<file path="config.mk">
export PLATFORM = sky130hd
export DESIGN_NAME = frt_timer
export DESIGN_NICKNAME = d
export VERILOG_FILES = /design/src/common/frt_pkg.sv /design/src/frt_edge_det.sv /design/src/frt_timer.sv
export SDC_FILE = /design/constraint.sdc
export NUM_CORES = 1
export LEC_CHECK = 0
export BUFFER_PORTS_ARGS = -buffer_cell sky130_fd_sc_hd__buf_4
export CORE_ASPECT_RATIO = 1.4
export CORE_UTILIZATION = 40
export DETAILED_ROUTE_END_ITERATION = 6
export MAX_ROUTING_LAYER = met4
export PLACE_DENSITY = 0.58
export REMOVE_ABC_BUFFERS = 1
export SLEW_MARGIN = 15
export SYNTH_ARGS = -nofsm -noshare
export SYNTH_HDL_FRONTEND = slang
export SYNTH_SLANG_ARGS = --single-unit
</file>
<file path="constraint.sdc">
create_clock -name aclk -period 2.2 [get_ports aclk]
set_input_delay 0.44 -clock aclk [delete_from_list [all_inputs] [get_ports aclk]]
set_output_delay 0.44 -clock aclk [all_outputs]
set_load 0.01 [all_outputs]
</file>
<file path="src/common/frt_pkg.sv">
// package of the free running timer: register offsets, field positions,
// reset values, clock selections and bus answer codes.
// assumes a 32-bit AXI4-Lite register bus with byte addresses and 8-bit registers.

package frt_pkg;

	////////////////////////////////////////////////////////////////////////////
	// bus geometry and answers
	localparam int          ADDR_W       = 8;
	localparam int          BYTE_W       = 8;
	localparam logic [1:0]  RESP_OKAY    = 2'h0;
	localparam logic [1:0]  RESP_SLVERR  = 2'h2;

	////////////////////////////////////////////////////////////////////////////
	// register byte offsets, one aligned word each
	localparam logic [7:0]  OFF_CTRL_ONE = 8'h00;
	localparam logic [7:0]  OFF_CTRL_TWO = 8'h04;
	localparam logic [7:0]  OFF_STATUS   = 8'h08;
	localparam logic [7:0]  OFF_CNT_HI   = 8'h0C;
	localparam logic [7:0]  OFF_CNT_LO   = 8'h10;
	localparam logic [7:0]  OFF_SHD_HI   = 8'h14;
	localparam logic [7:0]  OFF_SHD_LO   = 8'h18;
	localparam logic [7:0]  OFF_CAP1_HI  = 8'h1C;
	localparam logic [7:0]  OFF_CAP1_LO  = 8'h20;
	localparam logic [7:0]  OFF_CAP2_HI  = 8'h24;
	localparam logic [7:0]  OFF_CAP2_LO  = 8'h28;

	////////////////////////////////////////////////////////////////////////////
	// timer_control_one fields
	localparam int          C1_EDGE_ONE  = 0;
	localparam int          C1_WRAP_IE   = 1;
	localparam int          C1_CAP_IE    = 2;
	// timer_control_two fields
	localparam int          C2_CLK_LSB   = 0;
	localparam int          C2_CLK_MSB   = 1;
	localparam int          C2_EDGE_TWO  = 2;
	localparam int          C2_EXT_EDGE  = 3;
	localparam int          C2_SPM       = 4;
	localparam int          C2_PWM       = 5;
	// timer_status_reg fields
	localparam int          ST_CAP_ONE   = 0;
	localparam int          ST_CAP_TWO   = 1;
	localparam int          ST_WRAP      = 2;
	localparam int          FLAG_N       = 3;

	////////////////////////////////////////////////////////////////////////////
	// reset values and counter constants
	localparam logic [7:0]  CTRL_RESET   = 8'h00;
	localparam logic [15:0] COUNT_RESET  = 16'hFFFC;
	localparam logic [15:0] COUNT_TOP    = 16'hFFFF;

	// prescaler terminal counts for divide by 2, 4 and 8
	localparam logic [2:0]  PRE_LAST_2   = 3'h1;
	localparam logic [2:0]  PRE_LAST_4   = 3'h3;
	localparam logic [2:0]  PRE_LAST_8   = 3'h7;

	typedef enum logic [1:0] {
		FRT_CLK_DIV2 = 2'h0,
		FRT_CLK_DIV4 = 2'h1,
		FRT_CLK_DIV8 = 2'h2,
		FRT_CLK_EXT  = 2'h3
	} frt_clk_sel_t;

endpackage

</file>
<file path="src/frt_edge_det.sv">
// pin edge detector: two-flop synchroniser followed by a polarity-selected edge pulse.
// assumes the pin is asynchronous to aclk; the pulse is one aclk cycle wide.
`timescale 1ns/100ps

module frt_edge_det (
	input  wire logic aclk,
	input  wire logic aresetn,
	input  wire logic pin,
	input  wire logic rise_sel,
	output logic      edge_pulse
);

	logic sync1_reg;
	logic sync2_reg;
	logic prev_reg;
	logic hit;

	// polarity: 1 picks rising, 0 picks falling; only the second stage is examined
	assign hit = rise_sel ? (sync2_reg & ~prev_reg) : (~sync2_reg & prev_reg);

	// synchroniser, history and registered pulse
	always_ff @(posedge aclk) begin
		if (!aresetn) begin
			sync1_reg  <= 1'b0;
			sync2_reg  <= 1'b0;
			prev_reg   <= 1'b0;
			edge_pulse <= 1'b0;
		end else begin
			sync1_reg  <= pin;
			sync2_reg  <= sync1_reg;
			prev_reg   <= sync2_reg;
			edge_pulse <= hit;
		end
	end

endmodule // frt_edge_det

</file>
<file path="src/frt_timer.sv">
// free running 16-bit timer with prescaler, external clock and two capture channels.
// assumes an AXI4-Lite master on aclk, asynchronous pins, and a cpu mask level input.
// Function
// [RQ1] 16-bit free running up-counter read as high and low byte, prescaled
// [RQ2] internal count rate is clock over 2, 4 or 8 by clock select
// [RQ3] both clock select bits set picks the external clock pin
// [RQ4] external edge select bit picks which pin transition counts
// [RQ5] external counter steps are resynchronised to the cpu clock
// [RQ6] external clock leaves at least four cpu clocks between active edges
// [RQ7] shadow counter copy whose low byte read never clears wrap flag
// [RQ8] any write to either counter low byte reloads FFFCh
// [RQ9] counter resets to FFFCh, the only reload value, in every mode
// [RQ10] high byte read freezes low byte until low byte is read
// [RQ11] after a finished pair, low byte alone reads the live count
// [RQ12] wrap from FFFFh to 0000h sets the wrap flag
// [RQ13] wrap interrupt needs enable and clear cpu mask, else stays pending
// [RQ14] wrap flag clears by status read while set, then count low access
// [RQ15] counter runs in wait, stops in halt, resumes from held count
// [RQ16] each capture channel latches the count on its active pin edge
// [RQ17] per channel edge select, channel two in control two, one in one
// [RQ18] capture sets channel flag, interrupt on shared enable and clear mask
// [RQ19] capture flag clears by status read while set, then capture low access
// [RQ20] capture high read blocks capture and flag until capture low read
// [RQ21] capture register always holds the latest captured count
// [RQ22] single pulse or pulse width mode leaves only channel two capturing
// [RQ23] wrap and capture requests are ORed into one timer interrupt
`timescale 1ns/100ps

module frt_timer (
	input  wire logic        aclk,
	input  wire logic        aresetn,
	input  wire logic [7:0]  s_axi_awaddr,
	input  wire logic        s_axi_awvalid,
	output logic             s_axi_awready,
	input  wire logic [31:0] s_axi_wdata,
	input  wire logic [3:0]  s_axi_wstrb,
	input  wire logic        s_axi_wvalid,
	output logic             s_axi_wready,
	output logic [1:0]       s_axi_bresp,
	output logic             s_axi_bvalid,
	input  wire logic        s_axi_bready,
	input  wire logic [7:0]  s_axi_araddr,
	input  wire logic        s_axi_arvalid,
	output logic             s_axi_arready,
	output logic [31:0]      s_axi_rdata,
	output logic [1:0]       s_axi_rresp,
	output logic             s_axi_rvalid,
	input  wire logic        s_axi_rready,
	input  wire logic        ext_clock_pin,
	input  wire logic        capture_pin_one,
	input  wire logic        capture_pin_two,
	input  wire logic        halt_mode,
	input  wire logic        cpu_irq_mask,
	output logic             timer_irq
);

	////////////////////////////////////////////////////////////////////////////
	// state

	logic [7:0]                   timer_control_one;
	logic [7:0]                   timer_control_two;
	logic [15:0]                  count_reg;
	logic [15:0]                  count_next;
	logic [2:0]                   pre_reg;
	logic [2:0]                   pre_next;
	logic [1:0][7:0]              lo_buf_reg;
	logic [1:0]                   buf_valid_reg;
	logic [1:0][15:0]             capture_value_reg;
	logic [1:0]                   cap_lock_reg;
	logic [frt_pkg::FLAG_N-1:0]   flag_reg;
	logic [frt_pkg::FLAG_N-1:0]   flag_next;
	logic [frt_pkg::FLAG_N-1:0]   arm_reg;
	logic [frt_pkg::FLAG_N-1:0]   arm_next;
	logic                         aw_got_reg;
	logic                         w_got_reg;
	logic [7:0]                   awaddr_reg;
	logic [7:0]                   wdata_reg;
	logic                         wstrb0_reg;

	function automatic logic hit(input logic [7:0] a, input logic [7:0] off);
		return a == off;
	endfunction

	function automatic logic mapped(input logic [7:0] a);
		return hit(a, frt_pkg::OFF_CTRL_ONE) | hit(a, frt_pkg::OFF_CTRL_TWO) | hit(a, frt_pkg::OFF_STATUS)
			| hit(a, frt_pkg::OFF_CNT_HI) | hit(a, frt_pkg::OFF_CNT_LO) | hit(a, frt_pkg::OFF_SHD_HI)
			| hit(a, frt_pkg::OFF_SHD_LO) | hit(a, frt_pkg::OFF_CAP1_HI) | hit(a, frt_pkg::OFF_CAP1_LO)
			| hit(a, frt_pkg::OFF_CAP2_HI) | hit(a, frt_pkg::OFF_CAP2_LO);
	endfunction

	////////////////////////////////////////////////////////////////////////////
	// bus strobes: one write and one read at a time

	wire wr_do = aw_got_reg & w_got_reg;
	wire rd_do = s_axi_arvalid & s_axi_arready;
	wire [7:0] ra = s_axi_araddr;

	assign s_axi_awready = ~aw_got_reg & ~s_axi_bvalid;
	assign s_axi_wready  = ~w_got_reg & ~s_axi_bvalid;
	assign s_axi_arready = ~s_axi_rvalid;

	// access strobes with side effects
	wire wr_lane   = wr_do & wstrb0_reg;
	wire sts_rd    = rd_do & hit(ra, frt_pkg::OFF_STATUS);
	wire rd_cnt_hi = rd_do & hit(ra, frt_pkg::OFF_CNT_HI);
	wire rd_cnt_lo = rd_do & hit(ra, frt_pkg::OFF_CNT_LO);
	wire rd_shd_hi = rd_do & hit(ra, frt_pkg::OFF_SHD_HI);
	wire rd_shd_lo = rd_do & hit(ra, frt_pkg::OFF_SHD_LO);
	wire [1:0] rd_cap_hi = {rd_do & hit(ra, frt_pkg::OFF_CAP2_HI), rd_do & hit(ra, frt_pkg::OFF_CAP1_HI)};
	wire [1:0] rd_cap_lo = {rd_do & hit(ra, frt_pkg::OFF_CAP2_LO), rd_do & hit(ra, frt_pkg::OFF_CAP1_LO)};
	wire [1:0] wr_cap_lo = {wr_do & hit(awaddr_reg, frt_pkg::OFF_CAP2_LO),
		wr_do & hit(awaddr_reg, frt_pkg::OFF_CAP1_LO)};
	wire wr_cnt_lo = wr_do & hit(awaddr_reg, frt_pkg::OFF_CNT_LO);
	wire reload    = wr_cnt_lo | (wr_do & hit(awaddr_reg, frt_pkg::OFF_SHD_LO)); // [RQ8]

	////////////////////////////////////////////////////////////////////////////
	// pin edge detection: ext clock, capture one, capture two

	wire [2:0] pins     = {capture_pin_two, capture_pin_one, ext_clock_pin};
	wire [2:0] rise_sel = {timer_control_two[frt_pkg::C2_EDGE_TWO],  // [RQ17]
		timer_control_one[frt_pkg::C1_EDGE_ONE],                       // [RQ17]
		timer_control_two[frt_pkg::C2_EXT_EDGE]};                      // [RQ4]
	logic [2:0] pin_edge;

	genvar gi;
	generate
		for (gi = 0; gi < 3; gi++) begin : g_edge
			frt_edge_det u_edge (
				.aclk       (aclk),
				.aresetn    (aresetn),
				.pin        (pins[gi]),
				.rise_sel   (rise_sel[gi]),
				.edge_pulse (pin_edge[gi])
			);
		end
	endgenerate

	////////////////////////////////////////////////////////////////////////////
	// prescaler and count step

	wire frt_pkg::frt_clk_sel_t clk_sel =
		frt_pkg::frt_clk_sel_t'(timer_control_two[frt_pkg::C2_CLK_MSB:frt_pkg::C2_CLK_LSB]);
	wire [2:0] pre_last = (clk_sel == frt_pkg::FRT_CLK_DIV2) ? frt_pkg::PRE_LAST_2 :
		(clk_sel == frt_pkg::FRT_CLK_DIV4) ? frt_pkg::PRE_LAST_4 : frt_pkg::PRE_LAST_8; // [RQ2]
	wire use_ext  = (clk_sel == frt_pkg::FRT_CLK_EXT);                                 // [RQ3]
	wire int_tick = (pre_reg >= pre_last);
	// halt freezes the prescaler and the count step, but a low byte write still reloads the count; wait mode has no effect here
	wire tick     = ~halt_mode & (use_ext ? pin_edge[0] : int_tick);                    // [RQ5] [RQ15]
	wire wrap_evt = tick & ~reload & (count_reg == frt_pkg::COUNT_TOP);                 // [RQ12]

	assign pre_next   = (halt_mode) ? pre_reg : (use_ext | int_tick) ? 3'h0 : pre_reg + 3'h1;
	assign count_next = reload ? frt_pkg::COUNT_RESET : tick ? count_reg + 16'h0001 : count_reg; // [RQ1]

	////////////////////////////////////////////////////////////////////////////
	// capture gating: channel one is lent to the pulse modes

	wire pulse_mode = timer_control_two[frt_pkg::C2_SPM] | timer_control_two[frt_pkg::C2_PWM];
	wire [1:0] cap_take = {pin_edge[2] & ~cap_lock_reg[1],
		pin_edge[1] & ~cap_lock_reg[0] & ~pulse_mode};                          // [RQ20] [RQ22]

	////////////////////////////////////////////////////////////////////////////
	// flags: a set in the clearing cycle wins

	wire [frt_pkg::FLAG_N-1:0] flag_set = {wrap_evt, cap_take};                  // [RQ18]
	wire [frt_pkg::FLAG_N-1:0] clr_acc  = {rd_cnt_lo | wr_cnt_lo, rd_cap_lo | wr_cap_lo};
	wire [frt_pkg::FLAG_N-1:0] clr_fire = arm_reg & clr_acc;                     // [RQ14] [RQ19]

	assign flag_next = flag_set | (flag_reg & ~clr_fire);
	// arming only counts flags that were set when the status read happened
	assign arm_next  = (arm_reg & ~clr_fire & flag_next) | (sts_rd ? flag_reg : 3'h0);

	// one request line; pending flags stay until enable and mask allow
	wire wrap_req = flag_reg[frt_pkg::ST_WRAP] & timer_control_one[frt_pkg::C1_WRAP_IE];    // [RQ13]
	wire cap_req  = (flag_reg[frt_pkg::ST_CAP_ONE] | flag_reg[frt_pkg::ST_CAP_TWO])
		& timer_control_one[frt_pkg::C1_CAP_IE];                                       // [RQ18]
	assign timer_irq = ~cpu_irq_mask & (wrap_req | cap_req);                            // [RQ23]

	////////////////////////////////////////////////////////////////////////////
	// read data selection

	wire [7:0] cnt_lo_val = buf_valid_reg[0] ? lo_buf_reg[0] : count_reg[7:0];   // [RQ10] [RQ11]
	wire [7:0] shd_lo_val = buf_valid_reg[1] ? lo_buf_reg[1] : count_reg[7:0];   // [RQ7]
	wire [7:0] rd_byte =
		hit(ra, frt_pkg::OFF_CTRL_ONE) ? timer_control_one :
		hit(ra, frt_pkg::OFF_CTRL_TWO) ? timer_control_two :
		hit(ra, frt_pkg::OFF_STATUS)   ? {5'h00, flag_reg} :
		hit(ra, frt_pkg::OFF_CNT_HI)   ? count_reg[15:8] :
		hit(ra, frt_pkg::OFF_CNT_LO)   ? cnt_lo_val :
		hit(ra, frt_pkg::OFF_SHD_HI)   ? count_reg[15:8] :
		hit(ra, frt_pkg::OFF_SHD_LO)   ? shd_lo_val :
		hit(ra, frt_pkg::OFF_CAP1_HI)  ? capture_value_reg[0][15:8] :
		hit(ra, frt_pkg::OFF_CAP1_LO)  ? capture_value_reg[0][7:0] :
		hit(ra, frt_pkg::OFF_CAP2_HI)  ? capture_value_reg[1][15:8] :
		hit(ra, frt_pkg::OFF_CAP2_LO)  ? capture_value_reg[1][7:0] : 8'h00;

	////////////////////////////////////////////////////////////////////////////
	// bus channel registers

	always_ff @(posedge aclk) begin
		if (!aresetn) begin
			aw_got_reg   <= 1'b0;
			w_got_reg    <= 1'b0;
			awaddr_reg   <= 8'h00;
			wdata_reg    <= 8'h00;
			wstrb0_reg   <= 1'b0;
			s_axi_bvalid <= 1'b0;
			s_axi_bresp  <= frt_pkg::RESP_OKAY;
		end else begin
			if (s_axi_awvalid & s_axi_awready) begin
				aw_got_reg <= 1'b1;
				awaddr_reg <= s_axi_awaddr;
			end else if (wr_do) begin
				aw_got_reg <= 1'b0;
			end
			if (s_axi_wvalid & s_axi_wready) begin
				w_got_reg  <= 1'b1;
				wdata_reg  <= s_axi_wdata[7:0];
				wstrb0_reg <= s_axi_wstrb[0];
			end else if (wr_do) begin
				w_got_reg <= 1'b0;
			end
			if (wr_do) begin
				s_axi_bvalid <= 1'b1;
				s_axi_bresp  <= mapped(awaddr_reg) ? frt_pkg::RESP_OKAY : frt_pkg::RESP_SLVERR;
			end else if (s_axi_bready) begin
				s_axi_bvalid <= 1'b0;
			end
		end
	end

	// read answer one cycle after the address is taken
	always_ff @(posedge aclk) begin
		if (!aresetn) begin
			s_axi_rvalid <= 1'b0;
			s_axi_rdata  <= 32'h0000_0000;
			s_axi_rresp  <= frt_pkg::RESP_OKAY;
		end else if (rd_do) begin
			s_axi_rvalid <= 1'b1;
			s_axi_rdata  <= {24'h00_0000, rd_byte};
			s_axi_rresp  <= mapped(ra) ? frt_pkg::RESP_OKAY : frt_pkg::RESP_SLVERR;
		end else if (s_axi_rready) begin
			s_axi_rvalid <= 1'b0;
		end
	end

	////////////////////////////////////////////////////////////////////////////
	// control registers; clock select written while running takes the next step

	always_ff @(posedge aclk) begin
		if (!aresetn) begin
			timer_control_one <= frt_pkg::CTRL_RESET;
			timer_control_two <= frt_pkg::CTRL_RESET;
		end else if (wr_lane) begin
			if (hit(awaddr_reg, frt_pkg::OFF_CTRL_ONE))
				timer_control_one <= wdata_reg;
			if (hit(awaddr_reg, frt_pkg::OFF_CTRL_TWO))
				timer_control_two <= wdata_reg;
		end
	end

	// counter, prescaler and flags
	always_ff @(posedge aclk) begin
		if (!aresetn) begin
			count_reg <= frt_pkg::COUNT_RESET;                                 // [RQ9]
			pre_reg   <= 3'h0;
			flag_reg  <= 3'h0;
			arm_reg   <= 3'h0;
		end else begin
			count_reg <= count_next;
			pre_reg   <= pre_next;
			flag_reg  <= flag_next;
			arm_reg   <= arm_next;
		end
	end

	// low byte buffers: index 0 main counter, 1 shadow copy
	always_ff @(posedge aclk) begin
		if (!aresetn) begin
			lo_buf_reg    <= '0;
			buf_valid_reg <= 2'h0;
		end else begin
			// repeated high reads do not refresh a pending buffer
			if (rd_cnt_hi & ~buf_valid_reg[0]) begin
				lo_buf_reg[0]    <= count_reg[7:0];                            // [RQ10]
				buf_valid_reg[0] <= 1'b1;
			end else if (rd_cnt_lo) begin
				buf_valid_reg[0] <= 1'b0;                                      // [RQ11]
			end
			if (rd_shd_hi & ~buf_valid_reg[1]) begin
				lo_buf_reg[1]    <= count_reg[7:0];
				buf_valid_reg[1] <= 1'b1;
			end else if (rd_shd_lo) begin
				buf_valid_reg[1] <= 1'b0;
			end
		end
	end

	// capture registers and high-read locks
	always_ff @(posedge aclk) begin
		if (!aresetn) begin
			capture_value_reg <= '0;
			cap_lock_reg      <= 2'h0;
		end else begin
			for (int i = 0; i < 2; i++) begin
				if (cap_take[i])
					capture_value_reg[i] <= count_reg;                         // [RQ16] [RQ21]
				if (rd_cap_hi[i])
					cap_lock_reg[i] <= 1'b1;                                   // [RQ20]
				else if (rd_cap_lo[i])
					cap_lock_reg[i] <= 1'b0;
			end
		end
	end
endmodule // frt_timer

</file>
# == Word level (Yosys, flattened, before mapping) ==
# Index checks and enable logic that the tools add are counted.
# op_classes
add_sub_neg,2
n_lt_le_gt_ge,1
eq_ne,23
n_mux,38
bitwise_logic,90
n_reduce_logical,14
# op_table
cell,n
two-way mux 8 bit,13
"== test 8 x 5 -> 1 bit, second input constant",8
"== test 8 x 6 -> 1 bit, second input constant",6
AND 1 bit,37
"== test 8 x 4 -> 1 bit, second input constant",4
bitwise OR 1 bit,26
two-way mux 1 bit,19
inverter 1 bit,19
"adder 16 x 1 -> 16 bit, second input constant",1
"== test 16 bit, second input constant",1
"== test 8 x 3 -> 1 bit, second input constant",2
logical NOT 8 bit,2
nonzero test 2 bit,8
AND 3 bit,4
two-way mux 3 bit,4
bitwise OR 3 bit,2
two-way mux 2 bit,2
AND reduction 2 bit,2
"adder 3 x 1 -> 3 bit, second input constant",1
greater-or-equal comparator 3 bit,1
inverter 3 bit,1
"== test 2 x 1 -> 1 bit, second input constant",1
"== test 2 bit, second input constant",1
logical NOT 2 bit,1
2 further kinds,2
# totals
regBits,138
input_bits,64
output_inout_bits,42
word_cells,204

# == Logic depth before layout (Yosys ltp) ==
# logic_depth
word_depth,12
mapped_depth,8
mapped_depth_nobuf,7

# == By module ==
# Synthesis repeated with hierarchy kept, for this count alone.
# hier_totals
hier_cells,801
area_unflattened_um2,6625.1
# by_module_without_submodules
mod,instances,cells_each,area_per_inst_um2,seq_area_each_um2
frt_timer,1,771,6246.0,2482.4
frt_edge_det,3,10,126.4,80.1

# == Worst setup path before layout ==
# Ideal clock, no wire load.
# synth_path
kind,input-to-reg
from,input port s_axi_araddr[6]
to,register lo_buf_reg[0] (netlist name)
setup_ns,0.128
arrival_time_ns,2.050
required_ns,2.072
setup_slack_ns,0.022
stages,7
n_path_buf,3
cell_sequence,buf_2 > or4_1 > buf_2 > or4_4 > buf_6 > mux2i_1 > nor2_1
# synth_via
elab_chain_len,3
# synth_rtl
item,line,text
"start, declared",frt_timer.sv:42,"input wire logic [7:0] s_axi_araddr,"
== test 8 x 4 -> 1 bit,frt_timer.sv:81,return a == off;
AND 1 bit,frt_timer.sv:105,"wire rd_cnt_hi = rd_do & hit(ra, frt_pkg::OFF_CNT_HI);"
AND 1 bit,frt_timer.sv:283,if (rd_cnt_hi & ~buf_valid_reg[0]) begin
"end, declared",frt_timer.sv:66,logic [1:0][7:0] lo_buf_reg;
# No other way between the ends.
# A chain may end at the register's enable or synchronous reset.

# == Final worst setup path ==
# layout_path
from,register timer_control_two[1]
to,register arm_reg[2] (netlist name)
# layout_via
elab_chain_len,11
word_cells_on_any_way,13
classes_between,order compare: 1; eq/ne: 2; mux: 3; bitwise: 6; reduce/logical: 1
# layout_rtl
item,line,text
"start, declared",frt_timer.sv:61,logic [7:0] timer_control_two;
"start signal, assigned",frt_timer.sv:252,timer_control_two <= frt_pkg::CTRL_RESET;
"start signal, assigned",frt_timer.sv:257,timer_control_two <= wdata_reg;
== test 2 x 1 -> 1 bit,frt_timer.sv:144,(clk_sel == frt_pkg::FRT_CLK_DIV4) ? frt_pkg::PRE_LAST_4 : frt_pkg::PRE_LAST_8;
two-way mux 3 bit,frt_timer.sv:144,
two-way mux 3 bit,frt_timer.sv:143,wire [2:0] pre_last = (clk_sel == frt_pkg::FRT_CLK_DIV2) ? frt_pkg::PRE_LAST_2 :
greater-or-equal comparator 3 bit,frt_timer.sv:146,wire int_tick = (pre_reg >= pre_last);
two-way mux 1 bit *,frt_timer.sv:148,wire tick = ~halt_mode & (use_ext ? pin_edge[0] : int_tick);
AND 1 bit *,frt_timer.sv:148,
AND 1 bit * (2 in series),frt_timer.sv:149,wire wrap_evt = tick & ~reload & (count_reg == frt_pkg::COUNT_TOP);
bitwise OR 3 bit *,frt_timer.sv:168,assign flag_next = flag_set | (flag_reg & ~clr_fire);
AND 3 bit *,frt_timer.sv:170,assign arm_next = (arm_reg & ~clr_fire & flag_next) | (sts_rd ? flag_reg : 3'h0);
bitwise OR 3 bit *,frt_timer.sv:170,
"end signal, assigned",frt_timer.sv:272,arm_reg <= arm_next;
"end, declared",frt_timer.sv:72,logic [frt_pkg::FLAG_N-1:0] arm_reg;
# Every way passes the cells marked *; elsewhere a longest branch is shown, timed or not.

==> results.json <==
{
  "maxSlewHeadroom_pct": 65.4,
  "place_area_sq_um": 7410,
  "p_int_mw": 4.46,
  "p_comb_share_pct": 9.4,
  "fp.dieH_um": 155,
  "grt_pass1_vias": 5631,
  "cts_setup_buffers": 0,
  "worst-endpoint-arrival_ps": 2350,
  "clkLatencyLatePin_ps": 430,
  "synthDistinctLibCells": 68,
  "fin_nets": 965,
  "cpLargestDelayFamily": "compound AO/OA/AOI/OAI gates",
  "synth_edf_count": 0,
  "synth_area_sq_um": 6660,
  "grt_start_max_net_pins": 96,
  "stdcell_area_sq_um": 7990,
  "seqPwrFrac_pct": 43.1,
  "wl_per_cell_um": 17.6,
  "p_sw_mw": 1.52,
  "period_share_pct": 91.9,
  "gp_congestion": 0.941,
  "drive_gt1_share_pct": 18.2,
  "ios": 106,
  "die_area_sq_um": 17200,
  "crit_path_cell_trace": "nor2_1, ha_1, a21o_1, a221o_1, nand4b_1, nor3_1, a21o_1",
  "hold_start": "capture_pin_two",
  "drt-total-wl_um": 19500,
  "hold_ws_ps": 214,
  "p_sw_share_pct": 25.4,
  "p_clk_share_pct": 47.5,
  "grt_pass1_wl_um": 30800,
  "fin_skew_ps": 10.3,
  "rsz0062_at_grt": "false",
  "avgViaCountPerCell": 5.50,
  "hold_class": "primary input to flop",
  "port_buffers": 52,
  "core_area_sq_um": 16200,
  "start_kind": "flop",
  "crit_buf_inv": 0,
  "r2r-start": "timer_control_two[1]",
  "ys_ff_latch": 136,
  "yosys_most_used_dff": "dfxtp_1",
  "clockRootBuffer": "clkbuf_16",
  "critPathMaxStageDelay_ps": 430,
  "tightest_slew_ps": 519,
  "max_clock_freq_ghz": 0.495,
  "nFillCells": 1636,
  "grtUsageTotal_pct": 24.1,
  "largest_register_ffs": 32,
  "drc_errors": 6,
  "p_per_area_nw_per_um2": 748,
  "dr_total_vias": 6105,
  "required_ps": 2520,
  "ant_nets": 0,
  "crit_fanout": 7,
  "yosysTopAreaCell": "dfxtp_1",
  "ys_seq_area_share_pct": 40.9,
  "dr.pass1.iters": 7,
  "peakVddDrop_v": 0.000431,
  "crit_top_cell": "a21o_1",
  "synth_top_cell_area_share_pct": 40.9,
  "cts_buffer_depth": 2,
  "cts_tree": "built",
  "chipWidth_um": 111,
  "grt_overflow": 0,
  "dp.final_hpwl_um": 14000,
  "crit_type": "flop to flop",
  "diodes": 0,
  "ctsResizeCount": 0,
  "violations": "DRC",
  "netlist_top_cells_area": "dfxtp_1 (41%), nand2_1 (9.2%), a21oi_1 (6.5%)",
  "status": "finished with violations",
  "cts.clk_slew.worst_paths_ps": 60,
  "antenna_found_initial": 0,
  "slew_viol_final": 0,
  "synth_cells": 829,
  "maxCapViolCount": 0,
  "holdBufCountCts": 0,
  "area.growth.synth_to_final_pct": 20.1,
  "p_leak_nw": 3.20,
  "cts-buffers-inserted": 17,
  "start_util_pct": 41.0,
  "first_iter_violations": 399,
  "num_rows": 55,
  "avgSynthCellArea_sq_um": 8.03,
  "clkSinkCount": 136,
  "tns_ps": 0,
  "endpoint_kind": "flop",
  "critPathSlowestCell": "dfxtp_1",
  "h-tree-depth": 4,
  "period_needed_ps": 2020,
  "yosysWarnings": 0,
  "cp-startpoint": "timer_control_two[1]",
  "synthArstFlopShare_pct": 0,
  "setup_viol": 0,
  "hold_viol": 0
}
layout make-up:
class	instances	area (sq um)	area share [%]
clock inverters	14	148	1.85
inverters	16	60.1	0.751
clock buffers	18	439	5.49
multi-input cells	615	3530	44.1
repair buffers	111	846	10.6
well taps	199	249	3.12
flip-flops and latches	136	2720	34.1
Yosys cell counts, drive strengths merged, types with 4 or more instances:
cell	instances
a211oi	4
a21o	4
a21oi	87
a22oi	8
a31oi	6
and2	13
and3	5
buf	40
clkbuf	47
dfxtp	136
ha	4
inv	15
mux2	11
mux2i	38
nand2	163
nand2b	11
nand3	25
nand4	6
nor2	58
nor2b	10
nor3	13
nor4	8
nor4b	5
o211ai	7
o21ai	20
o22ai	8
o31ai	4
or3	6
or4	9
xor2	9
placed cells by master, fill, tap and decap left out, types with 13 or more instances in the layout:
cell type  Yosys  layout
o21ai_0       20      20
and2_1        13      13
nor2_1        58      58
inv_1         14      14
nand2_1      163     163
nor3_1        13      13
mux2i_1       38      38
buf_4         26     110
nand3_1       25      25
clkbuf_16      0      17
dfxtp_1      136     136
conb_1         1      26
a21oi_1       87      87
cells by family (layout without fill, tap and decap cells):
| family | Yosys count | in the layout | share of synthesized area, % |
|---|---|---|---|
| multiplexers | 50 | 50 | 7.91 |
| AO/OA/AOI/OAI | 180 | 180 | 16.8 |
| adder cells (fa/ha/maj) | 4 | 4 | 0.752 |
| AND/OR/NAND/NOR | 343 | 343 | 24.3 |
| buffers and inverters | 103 | 159 | 7.67 |
| flip-flops | 136 | 136 | 40.9 |
| other | 1 | 26 | 0.0563 |
| XOR/XNOR | 12 | 12 | 1.58 |
per-stage QoR:
step / worst slack [ps] / utilization (%) / cells / total power, mW
floorplan: -514 / - / 767 / 2.90
global placement: 40.9 / 45.6 / 1077 / 3.19
detailed placement: 8.59 / 45.6 / 1077 / 3.19
CTS: 148 / 49.2 / 1109 / 6.03
global route: 36.8 / 49.2 / 1109 / 6.20
finish: 178 / 49.2 / 1109 / 5.98
worst reg2reg max path, stage by stage (launching register included):
cell and delay, ps:
dfxtp_1 430, nor2_1 70, ha_1 270, a21o_1 180, a221o_1 390, nand4b_1 310
nor3_1 110, a21o_1 160
routing by layer:
| layer | GRT usage (%) | routed length, um |
|---|---|---|
| met4 | 12.7 | 888 |
| met3 | 4.35 | 1000 |
| met2 | 40.5 | 9650 |
| met5 | - | 0 |
| met1 | 27.2 | 7980 |
power groups by stage:
stage | Clock, mW | Sequential [mW] | Combinational (mW)
floorplan | 0 | 2.63 | 0.272
global placement | 0 | 2.63 | 0.555
detailed placement | 0 | 2.63 | 0.557
CTS | 2.89 | 2.58 | 0.559
global route | 3.00 | 2.59 | 0.617
finish | 2.84 | 2.58 | 0.560
worst paths after layout:
check	end	slack (ps)	cells after the start
worst max-delay path	arm_reg[2]	180	7
worst min-delay path	g_edge[2].u_edge.sync1_reg	210	2
worst max register to register	arm_reg[2]	180	7
worst min register to register	g_edge[0].u_edge.sync2_reg	430	1
(Power assumes the default switching activity.)
